### src/common/lrc_pkg.sv
// What this block does
// - switch bit set: current-limited switch, code ignored
// - code map: 0.9V+50mV steps, 1.8V+100mV steps
// - new voltage code applies live, no restart
// - separate image code per regulator, resets 11100
// - sleep with image behaviour uses image code
// - behaviour 00 image voltage, 01 output off
// - source 00 sleep bit, else low-power input
// - sleep bit and inputs are active high
// - sleep pin forces all regulators to sleep
// - disabled output: float bit 0 discharges, 1 floats
// - all four off: discharge all, ignore float
// - enable bits act only in active state
package lrc_pkg;
  localparam int LRC_NUM    = 4;
  localparam int LRC_AW     = 12;
  localparam int LRC_CODE_W = 5;
  // offsets are word indices, byte address is index times four
  localparam logic [3:0][9:0] LRC_IDX_MODE = {10'h0d1, 10'h0ce, 10'h0cb, 10'h0c8};
  localparam logic [3:0][9:0] LRC_IDX_SLP  = {10'h0d3, 10'h0d0, 10'h0cd, 10'h0ca};
  localparam logic [9:0]  LRC_IDX_CTL    = 10'h0e0;
  localparam logic [9:0]  LRC_IDX_STS    = 10'h0e1;
  localparam int          LRC_SW_BIT     = 14;
  localparam int          LRC_FLT_BIT    = 10;
  localparam int          LRC_BEH_LO     = 12;
  localparam int          LRC_SRC_LO     = 8;
  localparam int          LRC_CTL_SLP    = 4;
  localparam logic [15:0] LRC_MODE_MASK  = 16'h441f;
  localparam logic [15:0] LRC_SLP_MASK   = 16'h331f;
  localparam logic [15:0] LRC_CTL_MASK   = 16'h001f;
  localparam logic [4:0]  LRC_IMG_RST    = 5'h1c;
  localparam logic [1:0]  LRC_BEH_IMG    = 2'h0;
  localparam logic [1:0]  LRC_BEH_OFF    = 2'h1;
  localparam logic [1:0]  LRC_SRC_REG    = 2'h0;
  localparam logic [11:0] LRC_MV_LO_BASE = 12'h384;
  localparam logic [11:0] LRC_MV_LO_STEP = 12'h032;
  localparam logic [11:0] LRC_MV_HI_BASE = 12'h708;
  localparam logic [11:0] LRC_MV_HI_STEP = 12'h064;
  localparam logic [1:0]  LRC_OKAY       = 2'h0;
  localparam logic [1:0]  LRC_SLVERR     = 2'h2;
  localparam logic [1:0]  LRC_K_MODE     = 2'h0;
  localparam logic [1:0]  LRC_K_SLP      = 2'h1;
  localparam logic [1:0]  LRC_K_CTL      = 2'h2;
  localparam logic [1:0]  LRC_K_STS      = 2'h3;

  typedef struct packed {
    logic en; logic [9:0] idx; logic [31:0] data; logic [3:0] strb;
  } lrc_wr_type;
  typedef struct packed {logic hit; logic ro; logic [1:0] kind; logic [1:0] ch;} lrc_dec_type;
  typedef struct packed {logic on; logic sw; logic fl; logic slp; logic [4:0] code;} lrc_chan_type;
  typedef struct packed {
    logic en; logic sw; logic dis; logic slp; logic [4:0] code; logic [11:0] mv;
  } lrc_ldo_out_type;
  typedef struct packed {
    logic aw_got; logic w_got; logic [9:0] widx; logic [31:0] wdata; logic [3:0] wstrb;
    logic bvalid; logic [1:0] bresp; logic rvalid; logic [31:0] rdata; logic [1:0] rresp;
  } lrc_axi_st_type;
  typedef struct packed {
    logic [3:0][15:0] mode; logic [3:0][15:0] slp; logic [15:0] ctl;
    lrc_ldo_out_type [3:0] out;
  } lrc_main_st_type;

  function automatic lrc_dec_type lrc_decode(input logic [9:0] idx);
    lrc_dec_type d;
    d = '0;
    for (int i = 0; i < LRC_NUM; i++) begin
      if (idx == LRC_IDX_MODE[i]) d = '{1'b1, 1'b0, LRC_K_MODE, 2'(i)};
      if (idx == LRC_IDX_SLP[i]) d = '{1'b1, 1'b0, LRC_K_SLP, 2'(i)};
    end
    if (idx == LRC_IDX_CTL) d = '{1'b1, 1'b0, LRC_K_CTL, 2'h0};
    if (idx == LRC_IDX_STS) d = '{1'b1, 1'b1, LRC_K_STS, 2'h0};
    return d;
  endfunction

  function automatic logic [11:0] lrc_code_to_mv(input logic [4:0] c);
    logic [11:0] lo;
    logic [11:0] hi;
    lo = LRC_MV_LO_BASE + LRC_MV_LO_STEP * {8'h00, c[3:0]};
    hi = LRC_MV_HI_BASE + LRC_MV_HI_STEP * {8'h00, c[3:0]};
    return c[4] ? hi : lo;
  endfunction

  // only the two low byte lanes carry register bits
  function automatic logic [15:0] lrc_merge(input logic [15:0] old, input logic [31:0] data,
                                            input logic [3:0] strb, input logic [15:0] mask);
    logic [15:0] n;
    n = old;
    if (strb[0]) n[7:0] = data[7:0];
    if (strb[1]) n[15:8] = data[15:8];
    return n & mask;
  endfunction
endpackage

### src/design/lrc_ldo_regulator_control.sv
`timescale 1ns/10ps
module lrc_ldo_regulator_control
  import lrc_pkg::*;
#(
  parameter logic [4:0] CODE_RESET = 5'h00
) (
  // clock and reset
  input  wire logic              aclk,
  input  wire logic              aresetn,
  // axi4-lite write
  input  wire logic [LRC_AW-1:0] s_axi_awaddr,
  input  wire logic              s_axi_awvalid,
  output      logic              s_axi_awready,
  input  wire logic [31:0]       s_axi_wdata,
  input  wire logic [3:0]        s_axi_wstrb,
  input  wire logic              s_axi_wvalid,
  output      logic              s_axi_wready,
  output      logic [1:0]        s_axi_bresp,
  output      logic              s_axi_bvalid,
  input  wire logic              s_axi_bready,
  // axi4-lite read
  input  wire logic [LRC_AW-1:0] s_axi_araddr,
  input  wire logic              s_axi_arvalid,
  output      logic              s_axi_arready,
  output      logic [31:0]       s_axi_rdata,
  output      logic [1:0]        s_axi_rresp,
  output      logic              s_axi_rvalid,
  input  wire logic              s_axi_rready,
  // power state and sleep requests
  input  wire logic              device_active,
  input  wire logic              low_power_input_one,
  input  wire logic              low_power_input_two,
  input  wire logic              low_power_input_three,
  input  wire logic              pin_sleep_request,
  // to the analog output stages
  output      lrc_ldo_out_type [3:0] ldo_out
);
  lrc_main_st_type     st_reg;
  lrc_main_st_type     st_next;
  lrc_wr_type          wr;
  lrc_dec_type         wr_dec;
  lrc_dec_type         rd_dec;
  logic [9:0]          rd_idx;
  logic [31:0]         rd_data;
  lrc_chan_type [3:0]  chan;
  logic [3:0]          chan_on;
  logic                all_off;
  logic [3:0]          en_v;
  logic [3:0]          dis_v;
  logic [3:0]          slp_v;

  lrc_axil_slave u_bus (
    .aclk          (aclk),
    .aresetn       (aresetn),
    .s_axi_awaddr  (s_axi_awaddr),
    .s_axi_awvalid (s_axi_awvalid),
    .s_axi_awready (s_axi_awready),
    .s_axi_wdata   (s_axi_wdata),
    .s_axi_wstrb   (s_axi_wstrb),
    .s_axi_wvalid  (s_axi_wvalid),
    .s_axi_wready  (s_axi_wready),
    .s_axi_bresp   (s_axi_bresp),
    .s_axi_bvalid  (s_axi_bvalid),
    .s_axi_bready  (s_axi_bready),
    .s_axi_araddr  (s_axi_araddr),
    .s_axi_arvalid (s_axi_arvalid),
    .s_axi_arready (s_axi_arready),
    .s_axi_rdata   (s_axi_rdata),
    .s_axi_rresp   (s_axi_rresp),
    .s_axi_rvalid  (s_axi_rvalid),
    .s_axi_rready  (s_axi_rready),
    .wr            (wr),
    .wr_ok         (wr_dec.hit && !wr_dec.ro),
    .rd_idx        (rd_idx),
    .rd_data       (rd_data),
    .rd_ok         (rd_dec.hit)
  );

  for (genvar g = 0; g < LRC_NUM; g++) begin : g_chan
    lrc_ldo_chan u_chan (
      .mode_word         (st_reg.mode[g]),
      .sleep_word        (st_reg.slp[g]),
      .enable_bit        (st_reg.ctl[g]),
      .sleep_reg_bit     (st_reg.ctl[LRC_CTL_SLP]),
      .device_active     (device_active),
      .low_power_inputs  ({low_power_input_three, low_power_input_two, low_power_input_one}),
      .pin_sleep_request (pin_sleep_request),
      .chan              (chan[g])
    );
    assign chan_on[g] = chan[g].on;
    assign en_v[g]    = st_reg.out[g].en;
    assign dis_v[g]   = st_reg.out[g].dis;
    assign slp_v[g]   = st_reg.out[g].slp;
  end

  assign wr_dec  = lrc_decode(wr.idx);
  assign rd_dec  = lrc_decode(rd_idx);
  // the float option needs another regulator still running
  assign all_off = ~|chan_on;

  always_comb begin
    case (rd_dec.kind)
      LRC_K_MODE: rd_data = {16'h0000, st_reg.mode[rd_dec.ch]};
      LRC_K_SLP:  rd_data = {16'h0000, st_reg.slp[rd_dec.ch]};
      LRC_K_CTL:  rd_data = {16'h0000, st_reg.ctl};
      default:    rd_data = {20'h0_0000, dis_v, slp_v, en_v};
    endcase
  end

  always_comb begin
    st_next = st_reg;
    if (wr.en && wr_dec.hit && !wr_dec.ro) begin
      case (wr_dec.kind)
        LRC_K_MODE: st_next.mode[wr_dec.ch] =
          lrc_merge(st_reg.mode[wr_dec.ch], wr.data, wr.strb, LRC_MODE_MASK);
        LRC_K_SLP: st_next.slp[wr_dec.ch] =
          lrc_merge(st_reg.slp[wr_dec.ch], wr.data, wr.strb, LRC_SLP_MASK);
        LRC_K_CTL: st_next.ctl = lrc_merge(st_reg.ctl, wr.data, wr.strb, LRC_CTL_MASK);
        default: st_next.ctl = st_reg.ctl;
      endcase
    end
    for (int i = 0; i < LRC_NUM; i++) begin
      st_next.out[i].en   = chan[i].on;
      st_next.out[i].sw   = chan[i].sw;
      st_next.out[i].dis  = !chan[i].on && (!chan[i].fl || all_off);
      st_next.out[i].slp  = chan[i].slp;
      st_next.out[i].code = chan[i].code;
      // switch mode carries no target voltage
      st_next.out[i].mv   = chan[i].sw ? 12'h000 : lrc_code_to_mv(chan[i].code);
    end
  end

  always_ff @(posedge aclk) begin
    if (!aresetn) begin
      st_reg <= '0;
      for (int i = 0; i < LRC_NUM; i++) begin
        st_reg.mode[i][LRC_CODE_W-1:0] <= CODE_RESET;
        st_reg.slp[i][LRC_CODE_W-1:0]  <= LRC_IMG_RST;
        // all four are off in reset, so every output discharges
        st_reg.out[i].dis              <= 1'b1;
        st_reg.out[i].code             <= CODE_RESET;
        st_reg.out[i].mv               <= lrc_code_to_mv(CODE_RESET);
      end
    end else begin
      st_reg <= st_next;
    end
  end

  assign ldo_out = st_reg.out;

  for (genvar g = 0; g < LRC_NUM; g++) begin : g_chk

  end
endmodule // lrc_ldo_regulator_control

### src/design/lrc_axil_slave.sv
`timescale 1ns/10ps
module lrc_axil_slave
  import lrc_pkg::*;
(
  // clock and reset
  input  wire logic              aclk,
  input  wire logic              aresetn,
  // axi4-lite write
  input  wire logic [LRC_AW-1:0] s_axi_awaddr,
  input  wire logic              s_axi_awvalid,
  output      logic              s_axi_awready,
  input  wire logic [31:0]       s_axi_wdata,
  input  wire logic [3:0]        s_axi_wstrb,
  input  wire logic              s_axi_wvalid,
  output      logic              s_axi_wready,
  output      logic [1:0]        s_axi_bresp,
  output      logic              s_axi_bvalid,
  input  wire logic              s_axi_bready,
  // axi4-lite read
  input  wire logic [LRC_AW-1:0] s_axi_araddr,
  input  wire logic              s_axi_arvalid,
  output      logic              s_axi_arready,
  output      logic [31:0]       s_axi_rdata,
  output      logic [1:0]        s_axi_rresp,
  output      logic              s_axi_rvalid,
  input  wire logic              s_axi_rready,
  // register file side
  output      lrc_wr_type        wr,
  input  wire logic              wr_ok,
  output      logic [9:0]        rd_idx,
  input  wire logic [31:0]       rd_data,
  input  wire logic              rd_ok
);
  lrc_axi_st_type s_reg;
  lrc_axi_st_type s_next;

  always_comb begin
    s_next        = s_reg;
    // no new address until the response is gone: one write in flight
    s_axi_awready = !s_reg.aw_got && !s_reg.bvalid;
    s_axi_wready  = !s_reg.w_got && !s_reg.bvalid;
    s_axi_arready = !s_reg.rvalid;
    rd_idx        = s_axi_araddr[LRC_AW-1:2];
    wr            = '{s_reg.aw_got && s_reg.w_got, s_reg.widx, s_reg.wdata, s_reg.wstrb};
    if (s_axi_awvalid && s_axi_awready) begin
      s_next.aw_got = 1'b1;
      s_next.widx   = s_axi_awaddr[LRC_AW-1:2];
    end
    if (s_axi_wvalid && s_axi_wready) begin
      s_next.w_got = 1'b1;
      s_next.wdata = s_axi_wdata;
      s_next.wstrb = s_axi_wstrb;
    end
    if (wr.en) begin
      s_next.aw_got = 1'b0;
      s_next.w_got  = 1'b0;
      s_next.bvalid = 1'b1;
      s_next.bresp  = wr_ok ? LRC_OKAY : LRC_SLVERR;
    end
    if (s_reg.bvalid && s_axi_bready) s_next.bvalid = 1'b0;
    if (s_axi_arvalid && s_axi_arready) begin
      s_next.rvalid = 1'b1;
      s_next.rdata  = rd_ok ? rd_data : 32'h0000_0000;
      s_next.rresp  = rd_ok ? LRC_OKAY : LRC_SLVERR;
    end
    if (s_reg.rvalid && s_axi_rready) s_next.rvalid = 1'b0;
  end

  always_ff @(posedge aclk) begin
    if (!aresetn) s_reg <= '0;
    else s_reg <= s_next;
  end

  assign s_axi_bvalid = s_reg.bvalid;
  assign s_axi_bresp  = s_reg.bresp;
  assign s_axi_rvalid = s_reg.rvalid;
  assign s_axi_rdata  = s_reg.rdata;
  assign s_axi_rresp  = s_reg.rresp;
endmodule // lrc_axil_slave

### src/design/lrc_ldo_chan.sv
`timescale 1ns/10ps
module lrc_ldo_chan
  import lrc_pkg::*;
(
  // register words
  input  wire logic [15:0] mode_word,
  input  wire logic [15:0] sleep_word,
  input  wire logic        enable_bit,
  input  wire logic        sleep_reg_bit,
  // power state and sleep inputs
  input  wire logic        device_active,
  input  wire logic [2:0]  low_power_inputs,
  input  wire logic        pin_sleep_request,
  // decision
  output      lrc_chan_type chan
);
  logic [1:0] src;
  logic [1:0] beh;
  logic       req;

  always_comb begin
    src = sleep_word[LRC_SRC_LO +: 2];
    beh = sleep_word[LRC_BEH_LO +: 2];
    // all sources active high
    if (src == LRC_SRC_REG) req = sleep_reg_bit;
    else req = low_power_inputs[src - 2'h1];
    req       = req | pin_sleep_request;
    // enable held back until the active state
    chan.on   = enable_bit & device_active;
    chan.sw   = mode_word[LRC_SW_BIT];
    chan.fl   = mode_word[LRC_FLT_BIT];
    chan.slp  = req;
    chan.code = mode_word[LRC_CODE_W-1:0];
    if (req) begin
      case (beh)
        LRC_BEH_IMG: chan.code = sleep_word[LRC_CODE_W-1:0];
        LRC_BEH_OFF: chan.on = 1'b0;
        default: chan.code = mode_word[LRC_CODE_W-1:0];
      endcase
    end
    if (chan.sw) chan.code = '0;
  end
endmodule // lrc_ldo_chan

### config.mk
export PLATFORM = sky130hd
export DESIGN_NAME = lrc_ldo_regulator_control
export DESIGN_NICKNAME = d
export VERILOG_FILES = /design/src/common/lrc_pkg.sv /design/src/design/lrc_ldo_regulator_control.sv /design/src/design/lrc_axil_slave.sv /design/src/design/lrc_ldo_chan.sv
export SDC_FILE = /design/constraint.sdc
export NUM_CORES = 1
export LEC_CHECK = 0
export ABC_CLOCK_PERIOD_IN_PS = 4100
export BUFFER_PORTS_ARGS = -buffer_cell sky130_fd_sc_hd__buf_2
export CAP_MARGIN = 20
export CORE_MARGIN = 4
export CORE_UTILIZATION = 51
export DETAILED_ROUTE_END_ITERATION = 8
export GPL_ROUTABILITY_DRIVEN = 0
export PLACE_DENSITY = 0.77
export SYNTH_ARGS = -nofsm -noshare
export SYNTH_HDL_FRONTEND = slang
export SYNTH_SLANG_ARGS = --single-unit
### constraint.sdc
create_clock -name aclk -period 4.1 [get_ports aclk]
set_input_delay 0 -clock aclk [delete_from_list [all_inputs] [get_ports aclk]]
set_output_delay 0 -clock aclk [all_outputs]
set_load 0.05 [all_outputs]
==> results of run 1 <==
worst max-delay path, delay by kind of cell (launching register included):
kind	cells	cell delay (ns)
adder cells (fa/ha/maj)	4	1.21
flip-flops	1	0.33
multiplexers	2	0.34
AND/OR/NAND/NOR	4	0.78
buffers and inverters	1	0.05
AO/OA/AOI/OAI	4	1.26
power groups by stage:
| stage | combinational (mW) | clock (mW) | sequential, mW |
|---|---|---|---|
| 2_1_floorplan | 0.361 | 0 | 2.14 |
| 3_3_place_gp | 0.609 | 0 | 2.01 |
| 3_5_place_dp | 0.618 | 0 | 2.01 |
| 4_1_cts | 0.641 | 1.62 | 1.97 |
| 5_1_grt | 0.713 | 1.70 | 1.98 |
| 6_report | 0.667 | 1.60 | 1.97 |
metal layers:
layer	track usage (%)	share of wire (%)
met5	0	0
met4	12.24	4.1
met3	5.119	7.5
met2	41.93	49
met1	31.60	40
what timing repair did:
action	in CTS	in global routing
pin swaps	0	21
hold buffers	27	0
gates resized for setup	9	58
gates cloned	0	0
setup buffers	0	6
hold endpoints to repair	34	0
endpoints found under the setup margin	8	17
cell type report:
cell class / count / share of cell area [%]
clock buffers: 19 / 3.530
clock inverters: 13 / 0.9263
inverters: 35 / 1.024
multi-input cells: 924 / 50.18
flip-flops and latches: 193 / 30.14
well taps: 270 / 2.633
repair buffers: 237 / 11.57
final timing paths:
path                                                     endpoint  depth (start not counted)                         startpoint
worst max-delay path                       ldo_out[51]$_SDFF_PN1_                         15           st_reg[140]$_SDFFE_PN0P_
worst max register to register             ldo_out[51]$_SDFF_PN1_                         15           st_reg[140]$_SDFFE_PN0P_
worst min-delay path                    u_bus.wr[38]$_SDFFE_PN0P_                          4                      s_axi_awvalid
worst min register to register  u_bus.s_axi_rdata[5]$_SDFFE_PN0P_                          2  u_bus.s_axi_rdata[5]$_SDFFE_PN0P_
logic make-up (layout without fill, tap and decap cells):
family                     Yosys count  count (layout)
and+or+nand+nor                    452             452
xor gates and xnor gates            40              40
DFF                                193             193
buffers and inverters              143             304
AOI/OAI and AO/OA                  286             286
adders and majority gates           40              40
muxes                               83              83
other                                1              23
synth_stat cells (all sizes together), types with 11 or more instances:
cell / n / area, um2
nor3: 41 / 216.5
o22ai: 34 / 212.7
a21oi: 69 / 349.1
dfxtp: 193 / 3864
ha: 36 / 450.4
nand3: 42 / 210.2
xnor2: 24 / 210.2
nand2: 166 / 623.1
o21ai: 49 / 245.2
nor4: 11 / 105.1
a211oi: 24 / 180.2
nor2: 110 / 412.9
a221o: 11 / 110.1
nand2b: 16 / 100.1
xor2: 16 / 140.1
clkbuf: 38 / 162.7
mux2i: 68 / 680.7
inv: 34 / 127.6
nor2b: 13 / 81.33
buf: 69 / 464.2
through the flow:
stage          setup slack, ns  std cells  hold WS (ns)  util [%]
6_report              0.001325       1691       0.09259     63.21
5_1_grt               -0.09070       1691        0.1056     63.21
4_1_cts              0.0006599       1685       0.02210     61.42
3_5_place_dp          -0.07543       1626        0.2460     57.11
3_3_place_gp          -0.05233       1626        0.2441     57.11
2_1_floorplan          0.04552       1260        0.1346         -
==> results.sh, run 1 <==
export IMPL_powerDensity_mw_per_mm2=330.3
export IMPL_yosys_area_share_simple_pct=20.55
export IMPL_internal_power_mw=2.972
export IMPL_via_per_inst=5.904
export IMPL_netSwitchingFraction_pct=29.87
export IMPL_timing_critical_path_slowest_stage_cell="fa_2"
export IMPL_number_of_drc_markers_in_iteration_0=1135
export IMPL_synth_compound_area_share_pct=18.65
export IMPL_grt_pass1_vias=9448
export IMPL_yosysWarnings=0
export IMPL_tightest_slew_ns=1.050
export IMPL_globalRouteOverflowTotal=0
export IMPL_routed_wire_length_per_instance_um=18.16
export IMPL_finish_instance_area_mm2=0.01283
export IMPL_placement_rows=52
export IMPL_area_growth_syn_to_layout_pct=21.21
export IMPL_setup_worst_path_class="reg -> reg"
export IMPL_endpoint_kind="register"
export IMPL_worst_ep_required_time_ns=4.44
export IMPL_drc=0
export IMPL_power_clock_fraction_pct=37.8
export IMPL_timing_final_crit_period_ns=4.099
export IMPL_tritoncts_num_buffers=17
export IMPL_fin_worst_skew_ns=0.01060
export IMPL_slew_headroom_pct=30.00
export IMPL_antenna_violations_before_repair=0
export IMPL_synth_seq_cells=193
export IMPL_distinct_cell_type_count_of_the_synthesized_netlist=90
export IMPL_final_setup_viols=0
export IMPL_synthAdderAreaFrac_pct=5.011
export IMPL_synth_seq_area_share_pct=36.50
export IMPL_synth_top_family_by_area="simple AND/OR/NAND/NOR gates"
export IMPL_ys_async_sr_fraction_pct=0
export IMPL_seqPwrFrac_pct=46.5
export IMPL_finish_net_count=1520
export IMPL_irDropWorstVdd_uv=284.9
export IMPL_largest_register_ff_count=80
export IMPL_synth_edf_count=0
export IMPL_power_switching_mw=1.266
export IMPL_io_buffer_count=146
export IMPL_numClockSinks=193
export IMPL_max_cap_viol_count=0
export IMPL_finalCritPeriodShare_pct=99.97
export IMPL_timing_critical_path_cells="inv_2 -> ha_4 -> mux2i_1 -> or3_4 -> a211o_4 -> mux2i_4 -> nor2_4 -> ha_4 -> ha_4 -> fa_2 -> nand3_4 -> a211o_1 -> a311oi_2 -> nand4_1 -> o311ai_2"
export IMPL_hold_class="in -> reg"
export IMPL_p_comb_share_pct=15.7
export IMPL_clk_transition_reported_paths_ns=0.07
export IMPL_run_status="completed"
export IMPL_chipHeight_um=152.1
export IMPL_r2r_setup_slack_ns=0.001
export IMPL_crit_fanout=5
export IMPL_largest_net_degree_at_the_start_of_global_routing=73
export IMPL_chipWidth_um=152.1
export IMPL_synth_xor_area_share_pct=3.309
export IMPL_vias=9984
export IMPL_mostFrequentLayoutCells="dfxtp_1 (190), nand2_1 (166), buf_2 (146)"
export IMPL_regArea_mm2=0.003867
export IMPL_static_leakage_power_nw=5.444
export IMPL_finalMaxSlewViolations=0
export IMPL_unrepaired_setup_endpoints_after_global_routing="true"
export IMPL_io_pin_count=197
export IMPL_core_area_mm2=0.02030
export IMPL_crit_path_frequent_cell="ha_4"
export IMPL_total_area_of_multi_input_combinational_cells_mm2=0.006439
export IMPL_design_power_total_mw=4.238
export IMPL_clock_tree_from_tritoncts="built"
export IMPL_layout_commonest_cell="dfxtp_1"
export IMPL_h_tree_depth=4
export IMPL_dominantRegCellSynth="dfxtp_1"
export IMPL_wire_length_of_the_first_global_routing_pass_mm=48.62
export IMPL_post_route_cells_drive_above_1_share_pct=24.35
export IMPL_cp_arrival_ns=4.44
export IMPL_fillCellCount=1706
export IMPL_clk_latency_ns=0.44
export IMPL_antenna_cells=0
export IMPL_drt_antenna_violating_nets=0
export IMPL_place_area_mm2=0.01159
export IMPL_hpwlAfterDp_mm=21.96
export IMPL_syn_instance_count=1238
export IMPL_synth_mux_area_fraction_pct=8.699
export IMPL_die_area_mm2=0.02313
export IMPL_detail_route_wirelength_mm=30.71
export IMPL_largest_incremental_delay_on_the_critical_path_ns=0.58
export IMPL_synthesis_area_mm2=0.01059
export IMPL_ctsRootBufferMaster="clkbuf_16"
export IMPL_syn_avg_cell_area_um2=8.551
export IMPL_dr_pass1_iters=6
export IMPL_initial_core_util_pct=52.15
export IMPL_setup_total_negative_slack_ns=0
export IMPL_crit_path_start_kind="register"
export IMPL_grt_use_total_pct=25.32
export IMPL_ctsLongestPathBuffers=2
export IMPL_top_achievable_clock_speed_ghz=0.2440
export IMPL_final_hold_viol_count=0
No activity file was read; power rests on OpenSTA's default activity.
==> run 2: changes to the inputs <==
- BUFFER_PORTS_ARGS: -buffer_cell sky130_fd_sc_hd__buf_2 -> unset
- CORE_UTILIZATION: 51 -> 58
- DONT_BUFFER_PORTS: unset -> 1
- PLACE_DENSITY: 0.77 -> 0.76
==> results.sh, run 2 (synthesized netlist as in run 1, its figures left out) <==
export IMPL_antenna_cells=0
export IMPL_h_tree_depth=4
export IMPL_layoutNonFillerInstCount=1581
export IMPL_routed_wire_length_per_instance_um=20.42
export IMPL_top_achievable_clock_speed_ghz=0.2453
export IMPL_setup_total_negative_slack_ns=0
export IMPL_via_per_inst=6.386
export IMPL_crit_path_frequent_cell="ha_4"
export IMPL_crit_path_start_kind="register"
export IMPL_power_switching_mw=1.285
export IMPL_numClockSinks=193
export IMPL_place_inst=1424
export IMPL_ctsLongestPathBuffers=2
export IMPL_finish_net_count=1451
export IMPL_chipWidth_um=143.1
export IMPL_seqPwrFrac_pct=48.8
export IMPL_crit_fanout=4
export IMPL_grt_use_total_pct=29.90
export IMPL_fin_worst_skew_ns=0.01149
export IMPL_clock_tree_from_tritoncts="built"
export IMPL_powerDensity_mw_per_mm2=335.1
export IMPL_globalRouteOverflowTotal=0
export IMPL_finalCritPeriodShare_pct=99.42
export IMPL_finalMaxSlewViolations=0
export IMPL_grt_pass1_vias=9459
export IMPL_final_setup_viols=0
export IMPL_number_of_drc_markers_in_iteration_0=1081
export IMPL_layout_core_utilization_pct=72.20
export IMPL_clk_transition_reported_paths_ns=0.08
export IMPL_hpwlAfterDp_mm=20.58
export IMPL_detail_route_wirelength_mm=32.29
export IMPL_initial_core_util_pct=58.93
export IMPL_power_clock_fraction_pct=40.1
export IMPL_mostFrequentLayoutCells="dfxtp_1 (187), nand2_1 (166), dlygate4sd3_1 (104)"
export IMPL_drt_antenna_violating_nets=0
export IMPL_critical_path_n_buffers_inverters=2
export IMPL_static_leakage_power_nw=5.133
export IMPL_largest_register_ff_count=80
export IMPL_drc=1
export IMPL_place_area_mm2=0.01071
export IMPL_worst_ep_required_time_ns=4.43
export IMPL_run_status="complete, but fails checks"
export IMPL_setup_worst_path_class="reg -> reg"
export IMPL_worst_slack_ns=0.02384
export IMPL_placement_rows=49
export IMPL_endpoint_kind="register"
export IMPL_max_cap_viol_count=0
export IMPL_p_comb_share_pct=11.1
export IMPL_largest_net_degree_at_the_start_of_global_routing=45
export IMPL_vias=10100
export IMPL_design_power_total_mw=4.347
export IMPL_ctsRootBufferMaster="clkbuf_16"
export IMPL_clk_latency_ns=0.45
export IMPL_place_ws_ns=-0.1832
export IMPL_irDropWorstVdd_uv=324.3
export IMPL_die_area_mm2=0.02048
export IMPL_netSwitchingFraction_pct=29.57
export IMPL_cp_top_family="adder cells"
export IMPL_timing_critical_path_cells="inv_1 -> ha_4 -> nor4bb_4 -> a2111oi_4 -> buf_4 -> or3_4 -> mux2i_4 -> nor2_1 -> ha_4 -> ha_4 -> fa_2 -> nand3_1 -> nor2_1 -> o21ai_2 -> xnor2_2 -> a221o_1"
export IMPL_tritoncts_num_buffers=17
export IMPL_final_hold_viol_count=1
export IMPL_area_growth_syn_to_layout_pct=22.51
export IMPL_antenna_violations_before_repair=0
export IMPL_unrepaired_setup_endpoints_after_global_routing="true"
export IMPL_tightest_slew_ns=1.017
export IMPL_layout_commonest_cell="dfxtp_1"
export IMPL_wire_length_of_the_first_global_routing_pass_mm=49.22
export IMPL_internal_power_mw=3.062
export IMPL_io_buffer_count=0
export IMPL_io_pin_count=197
export IMPL_largest_incremental_delay_on_the_critical_path_ns=0.57
export IMPL_whs_ns=-0.003643
export IMPL_slew_headroom_pct=31.95
export IMPL_cp_arrival_ns=4.41
export IMPL_core_area_mm2=0.01796
export IMPL_failed_checks="design-rule violations, negative hold slack"
export IMPL_post_route_cells_drive_above_1_share_pct=15.38
export IMPL_finish_instance_area_mm2=0.01297
export IMPL_timing_critical_path_slowest_stage_cell="fa_2"
export IMPL_dr_pass1_iters=9
export IMPL_chipHeight_um=143.1
export IMPL_hold_class="in -> reg"
export IMPL_timing_final_crit_period_ns=4.076
[run 2: changes by cell type in the layout (fill, tap and decap cells not counted), moves of 3 or more]
cell | previous run | this run
ha_1 | 25 | 22
buf_4 | 63 | 59
buf_2 | 146 | 0
mux2i_2 | 5 | 2
dfxtp_1 | 190 | 187
mux2i_4 | 4 | 7
dlygate4sd3_1 | 27 | 104
dfxtp_2 | 3 | 6
[run 2: layout make-up]
class / instances / area [um2]
clock inverter: 14 / 171.4
fill: 1266 / 4994
timing repair buffer: 168 / 1579
clock buffer: 18 / 439.2
multi-input combinational: 924 / 6491
sequential: 193 / 3871
tap: 229 / 286.5
inverter: 35 / 131.4
[run 2: per-layer routing]
layer  routed length (um)  vias to the layer above  share of wire (%)  GRT usage (%)
met5                    0                        -                  0              0
met2                15600                      578                 48          50.07
met4                 1576                        0                4.9          13.71
li1                     -                     4605                  -              -
met1                12070                     4745                 37          36.70
met3                 3050                      169                9.4          6.698
[run 2: final timing paths]
path | depth (start not counted) | from | slack [ns] | end
setup / recovery | 16 | st_reg[157]$_SDFFE_PN0P_ | 0.02 | ldo_out[71]$_SDFF_PN1_
hold / removal | 3 | s_axi_wvalid | -0.004 | u_bus.wr[12]$_SDFFE_PN0P_
setup reg to reg | 16 | st_reg[157]$_SDFFE_PN0P_ | 0.02 | ldo_out[71]$_SDFF_PN1_
hold reg to reg | 2 | u_bus.wr[12]$_SDFFE_PN0P_ | 0.47 | u_bus.wr[12]$_SDFFE_PN0P_
[run 2: worst min-delay path: stages]
cell and delay (ns):
and2_1 0.24, nand2_1 0.11, a21oi_1 0.05
[run 2: timing repair]
item                       in CTS  in global routing
gates cloned                    0                  1
setup endpoints to repair       9                 19
hold endpoints to repair      144                  0
hold buffers                  105                  0
gates resized for setup         8                 74
buffers inserted                4                 14
pin swaps                       1                 32
[run 2: power by group through the flow]
stage | sequential (mW) | clock [mW] | combinational, mW
final | 2.12 | 1.74 | 0.482
after global routing | 2.13 | 1.83 | 0.524
after CTS | 2.12 | 1.73 | 0.442
after detailed placement | 2.16 | 0 | 0.379
after global placement | 2.16 | 0 | 0.371
after floorplan | 2.14 | 0 | 0.361
==> run 3: changes to the inputs <==
- CTS_CLUSTER_DIAMETER: unset -> 120
- RECOVER_POWER: unset -> 50
- SKIP_CTS_REPAIR_TIMING: unset -> 1
==> results.sh, run 3 (synthesized netlist as in run 1, its figures left out) <==
export IMPL_crit_path_start_kind="register"
export IMPL_final_hold_viol_count=18
export IMPL_dr_pass1_iters=5
export IMPL_cp_top_family="adder cells"
export IMPL_clock_tree_from_tritoncts="built"
export IMPL_timing_critical_path_cells="inv_1 -> ha_4 -> mux2_4 -> a2111oi_4 -> buf_4 -> or3_4 -> mux2i_4 -> nor2_2 -> ha_1 -> ha_2 -> fa_2 -> nand3_1 -> nor2_1 -> o21ai_2 -> nand3_2 -> xor2_2 -> o311ai_1"
export IMPL_layout_commonest_cell="dfxtp_1"
export IMPL_chipWidth_um=143.1
export IMPL_finalMaxSlewViolations=0
export IMPL_crit_fanout=4
export IMPL_io_pin_count=197
export IMPL_largest_register_ff_count=80
export IMPL_antenna_violations_before_repair=2
export IMPL_core_area_mm2=0.01796
export IMPL_timing_final_crit_period_ns=4.182
export IMPL_initial_core_util_pct=58.93
export IMPL_max_cap_viol_count=0
export IMPL_numClockSinks=193
export IMPL_via_per_inst=6.333
export IMPL_worst_slack_ns=-0.08197
export IMPL_area_growth_syn_to_layout_pct=15.40
export IMPL_setup_worst_path_class="reg -> reg"
export IMPL_placement_rows=49
export IMPL_hold_depth=2
export IMPL_largest_incremental_delay_on_the_critical_path_ns=0.56
export IMPL_tritoncts_num_buffers=17
export IMPL_hpwlAfterDp_mm=20.58
export IMPL_grt_use_total_pct=27.31
export IMPL_slew_headroom_pct=31.34
export IMPL_number_of_drc_markers_in_iteration_0=816
export IMPL_irDropWorstVdd_uv=322.1
export IMPL_chipHeight_um=143.1
export IMPL_globalRouteOverflowTotal=0
export IMPL_hold_class="in -> reg"
export IMPL_detail_route_wirelength_mm=30.15
export IMPL_finalCritPeriodShare_pct=102.0
export IMPL_layout_core_utilization_pct=68.01
export IMPL_total_number_of_cells_along_the_worst_setup_path=17
export IMPL_finish_net_count=1378
export IMPL_fillCellCount=1364
export IMPL_failed_checks="negative hold slack, negative setup slack"
export IMPL_fin_worst_skew_ns=0.01029
export IMPL_clk_transition_reported_paths_ns=0.08
export IMPL_mostFrequentLayoutCells="dfxtp_1 (187), nand2_1 (166), nor2_1 (101)"
export IMPL_finish_instance_area_mm2=0.01222
export IMPL_static_leakage_power_nw=4.869
export IMPL_io_buffer_count=0
export IMPL_tightest_slew_ns=1.026
export IMPL_drt_antenna_violating_nets=0
export IMPL_top_achievable_clock_speed_ghz=0.2391
export IMPL_place_area_mm2=0.01071
export IMPL_timing_critical_path_slowest_stage_cell="fa_2"
export IMPL_vias=9557
export IMPL_setup_total_negative_slack_ns=-0.2693
export IMPL_run_status="complete, but fails checks"
export IMPL_ctsLongestPathBuffers=2
export IMPL_die_area_mm2=0.02048
export IMPL_largest_net_degree_at_the_start_of_global_routing=82
export IMPL_endpoint_kind="register"
export IMPL_cp_arrival_ns=4.47
export IMPL_critical_path_n_buffers_inverters=2
export IMPL_grt_pass1_vias=8599
export IMPL_design_power_total_mw=4.298
export IMPL_h_tree_depth=4
export IMPL_final_setup_viols=6
export IMPL_post_route_cells_drive_above_1_share_pct=16.58
export IMPL_powerDensity_mw_per_mm2=351.8
export IMPL_whs_ns=-0.04558
export IMPL_worst_ep_required_time_ns=4.39
export IMPL_unrepaired_setup_endpoints_after_global_routing="true"
export IMPL_drc=0
export IMPL_routed_wire_length_per_instance_um=19.98
export IMPL_wire_length_of_the_first_global_routing_pass_mm=45.08
export IMPL_clk_latency_ns=0.44
export IMPL_worstRegToRegCells=17
export IMPL_ctsRootBufferMaster="clkbuf_16"
run 3: changes by cell type in the layout (fill, tap and decap cells not counted), moves of 2 or more:
cell / before / now
buf_4: 59 / 63
ha_4: 11 / 8
dlygate4sd3_1: 104 / 28
ha_2: 3 / 5
run 3: report_power, final:
| part | total [mW] | internal (mW) | switching (mW) | leakage [nW] |
|---|---|---|---|---|
| registers | 2.12 | 1.93 | 0.188 | 1.58 |
| clock network | 1.72 | 0.937 | 0.786 | 0.297 |
| logic | 0.455 | 0.170 | 0.286 | 2.99 |
run 3: stage by stage:
stage / cells / setup WS [ns]
floorplan: 1260 / 0.04552
detailed placement: 1424 / -0.1832
finish: 1509 / -0.08197
global route: 1509 / -0.1867
CTS: 1456 / -0.2382
global placement: 1424 / -0.1117
run 3: layout make-up:
type                            instances  area [um2]  area share (%)
Timing Repair Buffer                   95       844.6           6.913
Clock buffer                           18       439.2           3.595
Tap cell                              229       286.5           2.345
Sequential cell                       193        3871           31.69
Inverter                               35       133.9           1.096
Antenna cell                            1       2.502         0.02048
Clock inverter                         14       171.4           1.403
Multi-Input combinational cell        924        6467           52.94
run 3: per-layer routing:
| layer | wire (um) | track usage [%] | vias up |
|---|---|---|---|
| met4 | 1522 | 12.11 | 2 |
| met5 | 6 | 0 | - |
| li1 | - | - | 4452 |
| met2 | 14350 | 44.58 | 482 |
| met1 | 11550 | 34.76 | 4498 |
| met3 | 2726 | 5.961 | 123 |
run 3: worst paths after layout:
kind | start | to | slack (ns)
max | st_reg[157]$_SDFFE_PN0P_ | ldo_out[72]$_SDFF_PN1_ | -0.08
min | s_axi_awvalid | u_bus.s_reg[85]$_SDFFE_PP0P_ | -0.05
min reg2reg | u_bus.wr[13]$_SDFFE_PN0P_ | u_bus.wr[13]$_SDFFE_PN0P_ | 0.47
max reg2reg | st_reg[157]$_SDFFE_PN0P_ | ldo_out[72]$_SDFF_PN1_ | -0.08
